<file path="src/include/stm_defines.vh">
// register map, reset values and field positions of the sync timing measure block
// assumes an 8-bit register address and 8-bit register data
`ifndef STM_DEFINES_VH
`define STM_DEFINES_VH

`define STM_A_POLL       8'h32
`define STM_A_LPER_H     8'h40
`define STM_A_LPER_L     8'h41
`define STM_A_LWID_H     8'h42
`define STM_A_LWID_L     8'h43
`define STM_A_FPER_H     8'h44
`define STM_A_FPER_L     8'h45
`define STM_A_FWID       8'h46
`define STM_A_PSTART_H   8'h47
`define STM_A_PSTART_L   8'h48
`define STM_A_PCOUNT_H   8'h49
`define STM_A_PCOUNT_L   8'h4A
`define STM_A_LSTART_H   8'h4B
`define STM_A_LSTART_L   8'h4C
`define STM_A_LCOUNT_H   8'h4D
`define STM_A_LCOUNT_L   8'h4E
`define STM_A_MCFG       8'h4F

`define STM_RST_POLL     8'h00
`define STM_RST_PSTART_H 2'h0
`define STM_RST_PSTART_L 8'hF6
`define STM_RST_PCOUNT_H 4'h5
`define STM_RST_PCOUNT_L 8'h00
`define STM_RST_LSTART_H 2'h0
`define STM_RST_LSTART_L 8'h26
`define STM_RST_LCOUNT_H 4'h4
`define STM_RST_LCOUNT_L 8'h00
`define STM_RST_MCFG     1'h0

// poll control fields
`define STM_POLL_DIS_LO  0
`define STM_POLL_CONN_LO 4
// measurement config field
`define STM_MCFG_UNITS   0

// lines in one line-period window, and crystal clocks per coarse frame tick
`define STM_LINE_WINDOW  5'h10
`define STM_COARSE_DIV   10'h200

`endif

</file>
<file path="src/stm_sync_edge.v">
// two-flop synchroniser with edge detect for one sync pin
// assumes the pin is asynchronous to i_clk and active high
`timescale 1ns/1ps
module stm_sync_edge (
   input  wire i_clk,    // crystal clock
   input  wire i_rst_n,  // async reset, active low
   input  wire i_pin,    // raw sync pin
   output wire o_level,  // synchronised level
   output wire o_rise,   // leading edge pulse
   output wire o_fall    // trailing edge pulse
);
   reg meta_reg;
   reg sync_reg;
   reg prev_reg;

   // edge detect reads the second and third stages, never the first
   always @(posedge i_clk or negedge i_rst_n) begin
      if (!i_rst_n) begin
         meta_reg <= 1'b0;
         sync_reg <= 1'b0;
         prev_reg <= 1'b0;
      end else begin
         meta_reg <= i_pin;
         sync_reg <= meta_reg;
         prev_reg <= sync_reg;
      end
   end

   // edges in the same cycle as the synchronised level moves
   assign o_level = sync_reg;
   assign o_rise  = sync_reg & ~prev_reg;
   assign o_fall  = ~sync_reg & prev_reg;
endmodule

</file>
<file path="src/stm_active_window.v">
// active pixel gate generator from programmed start and size values
// assumes one pixel per clock and sync edges as single-cycle pulses
`timescale 1ns/1ps
module stm_active_window #(
   parameter HW = 12,  // pixel counter width
   parameter VW = 12   // line counter width
) (
   input  wire          i_clk,        // pixel clock
   input  wire          i_rst_n,      // async reset, active low
   input  wire          i_line_fall,  // line sync trailing edge
   input  wire          i_frame_fall, // frame sync trailing edge
   input  wire [9:0]    i_pix_start,  // clocks to first pixel
   input  wire [11:0]   i_pix_count,  // visible pixels
   input  wire [9:0]    i_line_start, // lines to first line
   input  wire [11:0]   i_line_count, // visible lines
   output reg           o_gate        // active pixel gate
);
   reg  [HW-1:0] hcnt_reg;
   reg  [VW-1:0] vcnt_reg;
   wire          h_on;
   wire          v_on;

   // counters restart on trailing sync edges and hold at their top
   always @(posedge i_clk or negedge i_rst_n) begin
      if (!i_rst_n) begin
         hcnt_reg <= {HW{1'b0}};
         vcnt_reg <= {VW{1'b0}};
      end else begin
         if (i_line_fall)
            hcnt_reg <= {HW{1'b0}};
         else if (hcnt_reg != {HW{1'b1}})
            hcnt_reg <= hcnt_reg + 1'b1;
         if (i_frame_fall)
            vcnt_reg <= {VW{1'b0}};
         else if (i_line_fall && vcnt_reg != {VW{1'b1}})
            vcnt_reg <= vcnt_reg + 1'b1;
      end
   end

   // window: start inclusive, end exclusive; end sum one bit wider so a late window cannot wrap
   assign h_on = ({2'b00, i_pix_start} <= hcnt_reg) &&
                 ({1'b0, hcnt_reg} < {3'b000, i_pix_start} + {1'b0, i_pix_count});
   assign v_on = ({2'b00, i_line_start} <= vcnt_reg) &&
                 ({1'b0, vcnt_reg} < {3'b000, i_line_start} + {1'b0, i_line_count});

   // registered gate output
   always @(posedge i_clk or negedge i_rst_n) begin
      if (!i_rst_n)
         o_gate <= 1'b0;
      else
         o_gate <= h_on & v_on;
   end
endmodule

</file>
<file path="src/stm_measure.v">
// sync timing measurement, active window settings and sync polling controls
// assumes sync pins are asynchronous and active high, registers on a simple
// strobe port with read data one cycle after the read strobe
//
// Contract
// - Per channel, connector bit 0 polls line, composite and green sync, 1 polls green sync only.
// - Crystal clocks over sixteen line periods are reported as a 16-bit high/low pair.
// - The line period value holds one period with four fractional low bits.
// - Line sync high time summed over sixteen pulses is reported with four fractional bits.
// - A 12-bit frame period covers one whole frame.
// - Frame period equals high register times 256 plus low register.
// - Frame period and width are in lines or in crystal/512 periods per the units setting.
// - A 7-bit frame width counts only the true frame sync pulse.
// - A 10-bit pixel start count runs from line sync trailing edge, low byte default F6.
// - A 12-bit visible pixel count defaults to high 5, low 00.
// - A 10-bit line start count runs from frame sync trailing edge to the first line.
// - The line start count ends at the first valid line, low byte default 26.
// - A 12-bit visible line count bounds the active vertical window.
// - Units bit 0 reports frames in lines, 1 in 512-crystal-clock periods.
`timescale 1ns/1ps
`include "stm_defines.vh"
module stm_measure #(
   parameter CH = 3  // input channels
) (
   input  wire          i_clk,          // crystal clock, 20 MHz
   input  wire          i_rst_n,        // async reset, active low
   input  wire [7:0]    i_addr,         // register address
   input  wire [7:0]    i_wdata,        // register write data
   input  wire          i_wr,           // write strobe
   input  wire          i_rd,           // read strobe
   output reg  [7:0]    o_rdata,        // read data, cycle after strobe
   input  wire          i_line_sync,    // line sync pin, async
   input  wire          i_frame_sync,   // frame sync pin, async
   output wire          o_line_sync_output,  // synchronised line sync
   output wire          o_frame_sync_output, // synchronised frame sync
   output wire          o_active_pixel_gate, // active video gate
   output wire [CH-1:0] o_poll_enable,       // channel polling on
   output wire [CH-1:0] o_poll_line_sync,    // look for line sync
   output wire [CH-1:0] o_poll_composite_sync, // look for composite
   output wire [CH-1:0] o_poll_sync_on_green   // look for green sync
);
   // software settings
   reg  [7:0]  poll_reg;
   reg  [1:0]  pstart_h_reg;
   reg  [7:0]  pstart_l_reg;
   reg  [3:0]  pcount_h_reg;
   reg  [7:0]  pcount_l_reg;
   reg  [1:0]  lstart_h_reg;
   reg  [7:0]  lstart_l_reg;
   reg  [3:0]  lcount_h_reg;
   reg  [7:0]  lcount_l_reg;
   reg         units_reg;

   // measurement results, last completed
   reg  [15:0] lper_reg;
   reg  [15:0] lwid_reg;
   reg  [11:0] fper_reg;
   reg  [6:0]  fwid_reg;

   // running accumulators
   reg  [15:0] lper_acc_reg;
   reg  [15:0] lwid_acc_reg;
   reg  [4:0]  lper_n_reg;
   reg  [4:0]  lwid_n_reg;
   reg         lper_arm_reg;
   reg  [11:0] fper_acc_reg;
   reg  [6:0]  fwid_acc_reg;
   reg         fper_arm_reg;
   reg  [9:0]  div_reg;

   reg  [7:0]  rdata_next;

   wire        line_lvl;
   wire        line_rise;
   wire        line_fall;
   wire        frame_lvl;
   wire        frame_rise;
   wire        frame_fall;
   wire        coarse_tick;
   wire        frame_unit;

   // saturating increment helpers keep overflow from wrapping to small values
   function [15:0] stm_sat16;
      input [15:0] v;
      begin
         stm_sat16 = (v == 16'hFFFF) ? v : v + 16'h0001;
      end
   endfunction

   function [11:0] stm_sat12;
      input [11:0] v;
      begin
         stm_sat12 = (v == 12'hFFF) ? v : v + 12'h001;
      end
   endfunction

   // both sync pins pass two flops before any logic
   stm_sync_edge u_line_sync (
      .i_clk   (i_clk),
      .i_rst_n (i_rst_n),
      .i_pin   (i_line_sync),
      .o_level (line_lvl),
      .o_rise  (line_rise),
      .o_fall  (line_fall)
   );

   stm_sync_edge u_frame_sync (
      .i_clk   (i_clk),
      .i_rst_n (i_rst_n),
      .i_pin   (i_frame_sync),
      .o_level (frame_lvl),
      .o_rise  (frame_rise),
      .o_fall  (frame_fall)
   );

   assign o_line_sync_output  = line_lvl;
   assign o_frame_sync_output = frame_lvl;

   genvar g;
   generate
      for (g = 0; g < CH; g = g + 1) begin : g_poll
         assign o_poll_enable[g]         = ~poll_reg[`STM_POLL_DIS_LO + g];
         assign o_poll_line_sync[g]      = ~poll_reg[`STM_POLL_CONN_LO + g];
         assign o_poll_composite_sync[g] = ~poll_reg[`STM_POLL_CONN_LO + g];
         assign o_poll_sync_on_green[g]  = 1'b1;
      end
   endgenerate

   // register writes; measurement results have no write path
   always @(posedge i_clk or negedge i_rst_n) begin
      if (!i_rst_n) begin
         poll_reg     <= `STM_RST_POLL;
         pstart_h_reg <= `STM_RST_PSTART_H;
         pstart_l_reg <= `STM_RST_PSTART_L;
         pcount_h_reg <= `STM_RST_PCOUNT_H;
         pcount_l_reg <= `STM_RST_PCOUNT_L;
         lstart_h_reg <= `STM_RST_LSTART_H;
         lstart_l_reg <= `STM_RST_LSTART_L;
         lcount_h_reg <= `STM_RST_LCOUNT_H;
         lcount_l_reg <= `STM_RST_LCOUNT_L;
         units_reg    <= `STM_RST_MCFG;
      end else if (i_wr) begin
         if (i_addr == `STM_A_POLL)
            poll_reg <= i_wdata;
         else if (i_addr == `STM_A_PSTART_H)
            pstart_h_reg <= i_wdata[1:0];
         else if (i_addr == `STM_A_PSTART_L)
            pstart_l_reg <= i_wdata;
         else if (i_addr == `STM_A_PCOUNT_H)
            pcount_h_reg <= i_wdata[3:0];
         else if (i_addr == `STM_A_PCOUNT_L)
            pcount_l_reg <= i_wdata;
         else if (i_addr == `STM_A_LSTART_H)
            lstart_h_reg <= i_wdata[1:0];
         else if (i_addr == `STM_A_LSTART_L)
            lstart_l_reg <= i_wdata;
         else if (i_addr == `STM_A_LCOUNT_H)
            lcount_h_reg <= i_wdata[3:0];
         else if (i_addr == `STM_A_LCOUNT_L)
            lcount_l_reg <= i_wdata;
         else if (i_addr == `STM_A_MCFG)
            units_reg <= i_wdata[`STM_MCFG_UNITS];
      end
   end

   // coarse time base, one tick every 512 crystal clocks
   always @(posedge i_clk or negedge i_rst_n) begin
      if (!i_rst_n)
         div_reg <= 10'h000;
      else if (div_reg == `STM_COARSE_DIV - 10'h001)
         div_reg <= 10'h000;
      else
         div_reg <= div_reg + 10'h001;
   end
   assign coarse_tick = (div_reg == `STM_COARSE_DIV - 10'h001);

   // frame counting unit: line edges or coarse ticks
   assign frame_unit = units_reg ? coarse_tick : line_rise;

   // sixteen line periods, sum holds 1/16 clock resolution
   always @(posedge i_clk or negedge i_rst_n) begin
      if (!i_rst_n) begin
         lper_acc_reg <= 16'h0000;
         lper_n_reg   <= 5'h00;
         lper_arm_reg <= 1'b0;
         lper_reg     <= 16'h0000;
      end else if (line_rise) begin
         lper_arm_reg <= 1'b1;
         lper_acc_reg <= 16'h0001;
         if (lper_arm_reg && lper_n_reg == `STM_LINE_WINDOW - 5'h01) begin
            // result replaced only when a window completes
            lper_reg   <= lper_acc_reg;
            lper_n_reg <= 5'h00;
         end else if (lper_arm_reg) begin
            lper_n_reg   <= lper_n_reg + 5'h01;
            lper_acc_reg <= stm_sat16(lper_acc_reg);
         end
      end else if (lper_arm_reg) begin
         lper_acc_reg <= stm_sat16(lper_acc_reg);
      end
   end

   // line sync high time summed over sixteen pulses
   always @(posedge i_clk or negedge i_rst_n) begin
      if (!i_rst_n) begin
         lwid_acc_reg <= 16'h0000;
         lwid_n_reg   <= 5'h00;
         lwid_reg     <= 16'h0000;
      end else if (line_fall && lper_arm_reg) begin
         if (lwid_n_reg == `STM_LINE_WINDOW - 5'h01) begin
            lwid_reg     <= lwid_acc_reg;
            lwid_acc_reg <= 16'h0000;
            lwid_n_reg   <= 5'h00;
         end else begin
            lwid_n_reg <= lwid_n_reg + 5'h01;
         end
      end else if (line_lvl && (lper_arm_reg || line_rise)) begin
         // the arming pulse counts from its own leading edge, partial pulses never
         lwid_acc_reg <= stm_sat16(lwid_acc_reg);
      end
   end

   // frame period between frame sync leading edges
   always @(posedge i_clk or negedge i_rst_n) begin
      if (!i_rst_n) begin
         fper_acc_reg <= 12'h000;
         fper_arm_reg <= 1'b0;
         fper_reg     <= 12'h000;
      end else if (frame_rise) begin
         fper_arm_reg <= 1'b1;
         fper_acc_reg <= 12'h000;
         if (fper_arm_reg)
            fper_reg <= fper_acc_reg;
      end else if (fper_arm_reg && frame_unit) begin
         fper_acc_reg <= stm_sat12(fper_acc_reg);
      end
   end

   // width from the frame sync level only, serrations never reach it
   always @(posedge i_clk or negedge i_rst_n) begin
      if (!i_rst_n) begin
         fwid_acc_reg <= 7'h00;
         fwid_reg     <= 7'h00;
      end else if (frame_fall) begin
         fwid_reg     <= fwid_acc_reg;
         fwid_acc_reg <= 7'h00;
      end else if (frame_lvl && frame_unit && fwid_acc_reg != 7'h7F) begin
         fwid_acc_reg <= fwid_acc_reg + 7'h01;
      end
   end

   stm_active_window #(
      .HW (12),
      .VW (12)
   ) u_window (
      .i_clk        (i_clk),
      .i_rst_n      (i_rst_n),
      .i_line_fall  (line_fall),
      .i_frame_fall (frame_fall),
      .i_pix_start  ({pstart_h_reg, pstart_l_reg}),
      .i_pix_count  ({pcount_h_reg, pcount_l_reg}),
      .i_line_start ({lstart_h_reg, lstart_l_reg}),
      .i_line_count ({lcount_h_reg, lcount_l_reg}),
      .o_gate       (o_active_pixel_gate)
   );

   // read decode; unmapped addresses read zero
   always @* begin
      rdata_next = 8'h00;
      if (i_addr == `STM_A_POLL)
         rdata_next = poll_reg;
      // line period high then low byte
      else if (i_addr == `STM_A_LPER_H)
         rdata_next = lper_reg[15:8];
      else if (i_addr == `STM_A_LPER_L)
         rdata_next = lper_reg[7:0];
      else if (i_addr == `STM_A_LWID_H)
         rdata_next = lwid_reg[15:8];
      else if (i_addr == `STM_A_LWID_L)
         rdata_next = lwid_reg[7:0];
      // value is high times 256 plus low
      else if (i_addr == `STM_A_FPER_H)
         rdata_next = {4'h0, fper_reg[11:8]};
      else if (i_addr == `STM_A_FPER_L)
         rdata_next = fper_reg[7:0];
      else if (i_addr == `STM_A_FWID)
         rdata_next = {1'b0, fwid_reg};
      else if (i_addr == `STM_A_PSTART_H)
         rdata_next = {6'h00, pstart_h_reg};
      else if (i_addr == `STM_A_PSTART_L)
         rdata_next = pstart_l_reg;
      else if (i_addr == `STM_A_PCOUNT_H)
         rdata_next = {4'h0, pcount_h_reg};
      else if (i_addr == `STM_A_PCOUNT_L)
         rdata_next = pcount_l_reg;
      else if (i_addr == `STM_A_LSTART_H)
         rdata_next = {6'h00, lstart_h_reg};
      else if (i_addr == `STM_A_LSTART_L)
         rdata_next = lstart_l_reg;
      else if (i_addr == `STM_A_LCOUNT_H)
         rdata_next = {4'h0, lcount_h_reg};
      else if (i_addr == `STM_A_LCOUNT_L)
         rdata_next = lcount_l_reg;
      else if (i_addr == `STM_A_MCFG)
         rdata_next = {7'h00, units_reg};
   end

   // read data stands for one cycle only, zero otherwise
   always @(posedge i_clk or negedge i_rst_n) begin
      if (!i_rst_n)
         o_rdata <= 8'h00;
      else if (i_rd)
         o_rdata <= rdata_next;
      else
         o_rdata <= 8'h00;
   end
endmodule

</file>
<file path="config.mk">
export PLATFORM = sky130hd
export DESIGN_NAME = stm_measure
export DESIGN_NICKNAME = d
export VERILOG_FILES = /design/src/stm_sync_edge.v /design/src/stm_active_window.v /design/src/stm_measure.v
export VERILOG_INCLUDE_DIRS = /design/src /design/src/include
export SDC_FILE = /design/constraint.sdc
export NUM_CORES = 1
export LEC_CHECK = 0
export BUFFER_PORTS_ARGS = -buffer_cell sky130_fd_sc_hd__buf_2
export CORE_MARGIN = 2
export CORE_UTILIZATION = 25
export DETAILED_ROUTE_END_ITERATION = 10
export PLACE_DENSITY = 0.43
export SETUP_SLACK_MARGIN = 0.15
export SYNTH_ARGS = -nofsm -noshare
export SYNTH_HDL_FRONTEND = slang
export SYNTH_SLANG_ARGS = --single-unit
</file>
<file path="constraint.sdc">
create_clock -name i_clk -period 4 [get_ports i_clk]
set_input_delay 0.6 -clock i_clk [delete_from_list [all_inputs] [get_ports i_clk]]
set_output_delay 0.6 -clock i_clk [all_outputs]
set_load 0.01 [all_outputs]
</file>
==> results of run 1 <==
per-layer routing:
metal / share of wire [%] / up-vias
met3: 3.7 / 42
met1: 50 / 4748
met5: 0.037 / -
met2: 44 / 145
met4: 1.6 / 2
li1: - / 4586
cell type report:
cell class | count | area (µm²)
Sequential cell | 216 | 5420
Multi-Input combinational cell | 938 | 6650
Tap cell | 664 | 831
Clock buffer | 34 | 709
Inverter | 53 | 199
Fill cell | 5190 | 34700
Timing Repair Buffer | 54 | 325
Clock inverter | 12 | 199
worst max-delay path: cells and delay by family (launching register included):
kind            cells  cell delay, ps
flops               1             570
simple gates        6            1150
fa+ha+maj           2             630
compound gates      5             990
buf+inv             1              70
worst paths after layout:
path	startpoint	endpoint	slack (ps)	cells after the start
hold / removal	i_rst_n	u_window.hcnt_reg[11]	120	1
max in group asynchronous	i_rst_n	lper_acc_reg[2]	2980	2
setup / recovery	lstart_l_reg[1]	u_window.o_gate	470	14
hold reg to reg	u_line_sync.meta_reg	u_line_sync.o_level	350	0
min in group i_clk	i_line_sync	u_line_sync.meta_reg	170	1
setup reg to reg	lstart_l_reg[1]	u_window.o_gate	470	14
repair_timing:
item                                    CTS  global route
gates resized for setup                   3             4
pin swaps                                 0             3
endpoints found under the setup margin    1             1
layout by cell type, fill, tap and decap left out, types with 10 or more instances in the layout:
cell | Yosys | routed
clkbuf_16 | 0 | 25
o21a_1 | 17 | 17
mux2_2 | 99 | 99
xor2_1 | 37 | 37
buf_2 | 16 | 40
nor2_1 | 118 | 118
xnor2_1 | 33 | 33
a21o_1 | 10 | 10
buf_4 | 7 | 12
nor3_1 | 18 | 18
dfstp_2 | 12 | 12
dfrtp_1 | 204 | 204
and3_1 | 14 | 14
o21ai_0 | 78 | 78
nand3_1 | 54 | 54
mux2i_1 | 11 | 11
a21oi_1 | 54 | 53
nand2_1 | 111 | 111
a31oi_1 | 11 | 11
nand4_1 | 27 | 27
inv_1 | 53 | 53
ha_1 | 71 | 71
nand2b_1 | 12 | 12
power by group:
group          internal [W]  total, W  switching (W)
logic              0.000387  0.000902       0.000515
registers           0.00239   0.00263       0.000239
clock network       0.00157   0.00254       0.000973
total               0.00434   0.00607        0.00173
per-stage QoR:
stage	TNS, ps	total power, W	std cells	setup WS (ps)	instance area, µm²
4_1_cts	0	0.00617	1971	182	14300
6_report	0	0.00607	1971	466	14300
3_5_place_dp	-3.97	0.00357	1925	-3.97	13400
2_1_floorplan	0	0.00321	1255	697	12500
5_1_grt	0	0.00640	1971	175	14300
3_3_place_gp	0	0.00355	1925	339	13400
cell families (layout without fill, tap and decap cells):
logic type / after synthesis / count (layout) / synth area share [%]
and+or+nand+nor: 426 / 426 / 17.0
AOI/OAI and AO/OA: 255 / 255 / 13.6
DFF: 216 / 216 / 43.5
muxes: 111 / 111 / 10.0
buffers and inverters: 101 / 153 / 3.48
adders and majority gates: 73 / 73 / 7.45
xor gates and xnor gates: 70 / 70 / 4.92
other: 1 / 3 / 0.0301
==> run_results.csv, run 1 <==
group,metric,value,unit
status,status,"complete, no violations",
routing,drtIter0Drc,696,
grt,grt.met3_usage,1.91,%
clock_network,ctsRootBufferMaster,"clkbuf_16",
clock_network,cts_buffers,25,
clock_network,numClockSinks,216,
synthesis,yosysTopAreaCell,"dfrtp_1",
sta,drv_slew,0,
synthesis,yosysSeqAreaShare,43.5,%
floorplanning,ios,45,
synthesis,synthArstFlopShare,100,%
synthesis,yosys-top-cells-count,"204 x dfrtp_1, 118 x nor2_1, 111 x nand2_1",
grt,grt_max_degree,107,
placement,portBuffers,41,
placement,dp_hpwl,25700,µm
routing,via_count,9523,
worst_setup_path,crit_type,"flip-flop to flip-flop",
clock_network,h-tree-depth,1,
grt,grt_pass1_wl,55600,µm
synthesis,ys_ff_latch,216,
final_layout,final_core_util,29.2,%
synthesis,synth_flop_cell,"dfrtp_1",
sta,tightestPinTransition,1060,ps
synthesis,netlist_instances,1253,
sta,setup-violations-final,0,
floorplanning,coreArea,49100,µm²
sta,hold_violations,0,
worst_setup_path,cp_data_arrival_time,3960,ps
worst_setup_path,slowest_stage,"dfstp_2",
grt,use_met2,21.4,%
sta,maxSlewHeadroom,29.2,%
synthesis,ys_types,87,
clock_network,path_clk_slew,60,ps
sta,fin_crit_sh,88.4,%
grt,gr-total-overflow,0,
grt,grt_pass1_vias,9393,
worst_setup_path,path_max_fanout,5,
power,peakVddDrop,0.291,mV
power,power_density,424,nW/µm²
synthesis,synth.most_common_cell,"dfrtp_1",
clock_network,clockBufferDepth,3,
worst_setup_path,critPathLaunchType,"flip-flop",
synthesis,synth_edf_count,0,
final_layout,area_growth,15.0,%
grt,track_usage,13.7,%
final_layout,nets,1383,
sta,max_freq,0.283,GHz
routing,drt_wl_total,34900,µm
floorplanning,die_w,227,µm
clock_network,cts_tree,"yes",
worst_setup_path,worstPathRequired,4420,ps
synthesis,yosys_warnings,0,
sta,rsz0062_at_grt,"no",
power,p_leak,6.34,nW
clock_network,insertion_delay,550,ps
synthesis,syn-cell-area,12500,µm²
routing,final_antenna_net_count,0,
floorplanning,rows,81,
final_layout,post_route_cells_drive_above_1_share,19.0,%
sta,finClkSkew,10.1,ps
min_path,hp-class,"primary input to async pin",
run,drv_cap,0,
floorplanning,die_h,227,µm
synthesis,netlist_top_cells_area,"dfrtp_1 41%, mux2_2 8.9%, ha_1 7.1%, nor2_1 3.6%, nand2_1 3.3%",
clock_network,hold_buffers,0,
worst_setup_path,path_cells,"inv_1, fa_2, nor2b_2, o31ai_2, a21oi_2, a21oi_1, nor3b_1, a2111o_1, ha_1, nor4_1, nand2_1, nor4_2, nor3_1, a2111oi_2",
floorplanning,dieArea,51700,µm²
grt,grt-busiest-layer,"met2",
grt,met1_usage,20.3,%
sta,min_period,3530,ps
sta,finalHoldWorstSlack,122,ps
clock_network,cts_setup_buffers,0,
worst_setup_path,cpPeakStageDelay,570,ps
placement,gp_congestion,0.804,
synthesis,yosys.area.top_type_share,41.0,%
floorplanning,start_util,25.4,%
routing,vias_per_cell,4.83,
routing,wire_per_inst,17.7,µm
final_layout,antenna_cells,0,
routing,first_pass_iters,5,
synthesis,synth_area_per_cell,9.95,µm²
grt,antenna_found_initial,2,
worst_setup_path,setup.worst_path.end_class,"flip-flop",
routing,drc,0,
No activity file was read; power rests on OpenSTA's default activity.
==> run 2: changes to the inputs <==
CORE_MARGIN = 1.5   (was 2)
==> run_results.csv, run 2 (same netlist as run 1, synthesis figures left out) <==
group,metric,value,unit
status,status,"complete, no violations",
sta,fin_ws,421,ps
worst_setup_path,startpoint,"lstart_l_reg[1]",
routing,wire_per_inst,17.4,µm
worst_setup_path,path_cells,"inv_1, fa_1, nor2b_2, o31ai_2, a21oi_2, a21oi_1, nor3b_1, a2111o_1, ha_1, nor4_2, nand2_1, nor4_2, nor3_1, a2111oi_1",
final_layout,post_route_cells_drive_above_1_share,19.1,%
placement,pre_cts_slack,259,ps
sta,rsz0062_at_grt,"no",
worst_setup_path,rrSetupSlack,420,ps
sta,maxSlewHeadroom,31.6,%
worst_setup_path,timing.rr.start,"lstart_l_reg[1]",
final_layout,area_growth,14.9,%
routing,via_count,9410,
sta,drv_slew,0,
clock_network,ctsRootBufferMaster,"clkbuf_16",
routing,drtIter0Drc,602,
grt,grt_pass1_wl,55200,µm
grt,grt_pass1_vias,9483,
worst_setup_path,crit_end,"u_window.o_gate",
sta,finClkSkew,12.1,ps
clock_network,insertion_delay,540,ps
floorplanning,ios,45,
clock_network,path_clk_slew,60,ps
sta,fin_crit_sh,89.5,%
final_layout,final_cell_mix,"204 x dfrtp_1, 118 x nor2_1, 111 x nand2_1",
placement,portBuffers,41,
routing,drc,0,
clock_network,numClockSinks,216,
routing,vias_per_cell,4.77,
power,peakVddDrop,0.279,mV
worst_setup_path,rr_endpoint,"u_window.o_gate",
sta,min_period,3580,ps
power,p_leak,6.33,nW
sta,setup-violations-final,0,
final_layout,stdcell_count,1972,
run,drv_cap,0,
floorplanning,dieArea,51200,µm²
worst_setup_path,path_max_fanout,5,
placement,dp.cells,1925,
clock_network,clockBufferDepth,3,
sta,max_freq,0.279,GHz
grt,grt.met3_usage,2.44,%
sta,tightestPinTransition,1020,ps
power,power_density,419,nW/µm²
placement,dp_hpwl,25200,µm
grt,gr-total-overflow,0,
min_path,hp-class,"primary input to async pin",
clock_network,cts_buffers,25,
sta,finalHoldWorstSlack,119,ps
worst_setup_path,cp_data_arrival_time,4000,ps
worst_setup_path,worst-path-buf-inv,1,
worst_setup_path,setup.worst_path.end_class,"flip-flop",
floorplanning,die_h,226,µm
floorplanning,start_util,25.4,%
clock_network,cts_tree,"yes",
sta,hold_violations,0,
final_layout,nets,1383,
sta,finalSetupTns,0,ps
worst_setup_path,crit_type,"flip-flop to flip-flop",
routing,drt_wl_total,34300,µm
clock_network,hold_buffers,0,
grt,grt_max_degree,103,
worst_setup_path,worstPathRequired,4420,ps
worst_setup_path,slowest_stage,"dfstp_2",
routing,final_antenna_net_count,0,
routing,first_pass_iters,7,
final_layout,final_core_util,29.2,%
final_layout,layout.cells.most_common,"dfrtp_1",
grt,grt-busiest-layer,"met2",
grt,met1_usage,19.9,%
worst_setup_path,critPathLaunchType,"flip-flop",
worst_setup_path,cpPeakStageDelay,570,ps
grt,use_met2,21.1,%
worst_setup_path,r2r.worst_path.cells,14,
grt,track_usage,13.8,%
worst_setup_path,path_delay_family,"compound AO/OA/AOI/OAI gates",
worst_setup_path,worst-path-stages,14,
floorplanning,rows,81,
clock_network,h-tree-depth,1,
worst_setup_path,cpMostUsedCell,"nor4_2",
grt,antenna_found_initial,1,
placement,gp_congestion,0.832,
floorplanning,coreArea,49100,µm²
floorplanning,die_w,226,µm
run 2: changes by cell type in the layout (fill, tap and decap cells not counted), sizes merged:
cell and delta:
clkbuf -5, clkinv +2, clkinvlp +3, diode +1
run 2: cell type report:
type	instances	area, µm²
diodes	1	2.50
clock buffers	29	661
clock inverters	17	228
fillers	5228	34700
inverters	53	199
multi-input cells	938	6650
flip-flops and latches	216	5420
well taps	664	831
repair buffers	54	338
run 2: what timing repair did:
action | 4_1_cts | 5_1_grt
buffers inserted | 0 | 0
gates resized for setup | 0 | 6
endpoints found under the setup margin | 0 | 1
run 2: worst min-delay path by stage:
| stage | endpoint | slack, ps | cells after the start |
|---|---|---|---|
| 2_1_floorplan | div_reg[0] | 300 | 0 |
| 3_3_place_gp | u_frame_sync.o_level | 330 | 0 |
| 3_5_place_dp | u_frame_sync.o_level | 340 | 0 |
| 4_1_cts | u_line_sync.meta_reg | 130 | 1 |
| 5_1_grt | u_line_sync.meta_reg | 140 | 1 |
| 6_report | u_window.hcnt_reg[8] | 120 | 1 |
run 2: per-layer routing:
| metal | routed length (µm) | part of all wire (%) | vias up |
|---|---|---|---|
| met4 | 779 | 2.3 | 2 |
| li1 | - | - | 4574 |
| met2 | 15100 | 44 | 159 |
| met5 | 12 | 0.035 | - |
| met3 | 1450 | 4.2 | 47 |
| met1 | 16900 | 49 | 4628 |
run 2: metrics by stage:
stage | area (µm²) | power (W)
detailed placement | 13400 | 0.00357
floorplan | 12500 | 0.00321
global placement | 13400 | 0.00355
global route | 14300 | 0.00634
finish | 14300 | 0.00600
CTS | 14300 | 0.00611
run 2: where the power goes:
group,switching [W],internal [W]
clock,0.000974,0.00151
combinational,0.000508,0.000383
sequential,0.000235,0.00239
==> run 3: changes to the inputs <==
CELL_PAD_IN_SITES_DETAIL_PLACEMENT = 1   (was default)
CELL_PAD_IN_SITES_GLOBAL_PLACEMENT = 1   (was default)
PLACE_DENSITY = 0.5   (was 0.43)
==> run_results.csv, run 3 (same netlist as run 1, synthesis figures left out) <==
group,metric,value,unit
placement,gp_congestion,0.813,
placement,portBuffers,41,
final_layout,multi_input_area,6650,µm²
sta,fin_crit_sh,86.5,%
clock_network,cts_buffers,25,
clock_network,insertion_delay,550,ps
floorplanning,ios,45,
grt,grt_pass1_vias,10070,
power,peakVddDrop,0.391,mV
final_layout,stdcell_count,1971,
floorplanning,start_util,25.4,%
floorplanning,rows,81,
grt,grt_pass1_wl,59100,µm
power,power_density,422,nW/µm²
routing,via_count,9440,
worst_setup_path,crit_type,"flip-flop to flip-flop",
floorplanning,die_w,226,µm
clock_network,cts_tree,"yes",
sta,max_freq,0.289,GHz
routing,vias_per_cell,4.79,
clock_network,numClockSinks,216,
sta,tightestPinTransition,1000,ps
worst_setup_path,startpoint,"lstart_l_reg[1]",
grt,grt_max_degree,108,
routing,final_antenna_net_count,0,
sta,finalSetupTns,0,ps
power,p_leak,6.36,nW
sta,hold_violations,0,
final_layout,n_fill_cell,5641,
clock_network,clockBufferDepth,3,
final_layout,final_cell_mix,"204 x dfrtp_1, 118 x nor2_1, 111 x nand2_1",
routing,first_pass_iters,5,
grt,track_usage,14.8,%
status,status,"complete, no violations",
final_layout,nets,1382,
sta,finalHoldWorstSlack,151,ps
final_layout,area_growth,15.0,%
sta,drv_slew,0,
worst_setup_path,cp_data_arrival_time,3890,ps
final_layout,final_cell_area,14300,µm²
worst_setup_path,timing.rr.start,"lstart_l_reg[1]",
final_layout,layout.cells.most_common,"dfrtp_1",
routing,drt_wl_total,36800,µm
placement,pre_cts_slack,219,ps
floorplanning,coreArea,49100,µm²
final_layout,post_route_cells_drive_above_1_share,19.0,%
sta,min_period,3460,ps
grt,gr-total-overflow,0,
placement,dpl_cell_area,13400,µm²
clock_network,path_clk_slew,70,ps
sta,fin_ws,540,ps
min_path,hp-class,"primary input to flip-flop",
run,drv_cap,0,
final_layout,regArea,5420,µm²
sta,setup-violations-final,0,
worst_setup_path,worstPathRequired,4430,ps
worst_setup_path,setup.worst_path.end_class,"flip-flop",
sta,finClkSkew,11.7,ps
min_path,hp-start,"i_line_sync",
worst_setup_path,path_max_fanout,5,
sta,rsz0062_at_grt,"no",
grt,antenna_found_initial,3,
routing,wire_per_inst,18.6,µm
routing,drtIter0Drc,443,
worst_setup_path,critPathLaunchType,"flip-flop",
routing,drc,0,
clock_network,cts_setup_buffers,0,
clock_network,h-tree-depth,1,
floorplanning,dieArea,51200,µm²
floorplanning,die_h,226,µm
placement,dp.cells,1923,
sta,maxSlewHeadroom,32.9,%
clock_network,ctsRootBufferMaster,"clkbuf_16",
placement,dp_hpwl,27300,µm
[run 3: cell types whose count changed in the layout (fill, tap and decap cells not counted), sizes merged]
cell | before | now
dlygate4sd3 | 0 | 1
clkinvlp | 4 | 0
inv | 54 | 55
bufinv | 5 | 4
clkinv | 7 | 6
clkbuf | 29 | 34
buf | 54 | 52
[run 3: where the power goes]
part           internal (W)  switching [W]  leakage (nW)
combinational      0.000388       0.000520          3.05
clock               0.00154       0.000979         0.450
sequential          0.00239       0.000238          2.86
[run 3: layout make-up]
type / instances / share of cell area [%]
Antenna cell: 1 / 0.0175
Clock buffer: 34 / 5.09
Clock inverter: 12 / 1.20
Inverter: 53 / 1.39
Multi-Input combinational cell: 938 / 46.4
Sequential cell: 216 / 37.8
Tap cell: 664 / 5.79
Timing Repair Buffer: 53 / 2.32
[run 3: path summary, 6_finish.rpt]
path	end	slack, ps	depth (start not counted)
min	u_line_sync.meta_reg	150	1
max	u_window.o_gate	540	14
max reg2reg	u_window.o_gate	540	14
min in group asynchronous	u_window.hcnt_reg[11]	490	2
min reg2reg	u_line_sync.o_level	350	0
max in group asynchronous	lwid_acc_reg[6]	2640	3
[run 3: repair_timing]
item,in CTS,in global routing
gates resized for setup,0,7
endpoints found under the hold margin,21,0
endpoints found under the setup margin,0,1
hold buffers,1,0
[run 3: worst max-delay path: stages, from the launching register on]
cell	delay [ps]
dfstp_2	570
inv_1	70
fa_1	470
nor2b_2	150
o31ai_1	120
a21oi_2	220
a21oi_2	100
nor3b_1	150
a2111o_1	350
ha_1	220
nor4_2	250
nand2_1	120
nor4_2	250
nor3_1	100
a2111oi_2	200
[run 3: through the flow]
step / power [W] / util, %
final: 0.00605 / 29.2
after global routing: 0.00641 / 29.2
after CTS: 0.00616 / 29.2
after detailed placement: 0.00358 / 27.3
after global placement: 0.00355 / 27.3
after floorplan: 0.00321 / -
[run 3: per-layer routing]
layer,part of all wire [%],up-vias,GRT usage [%]
met1,50,4722,21.0
met3,3.3,48,2.68
met4,2.2,6,3.51
li1,-,4575,-
met2,45,89,23.2
met5,0.12,-,0
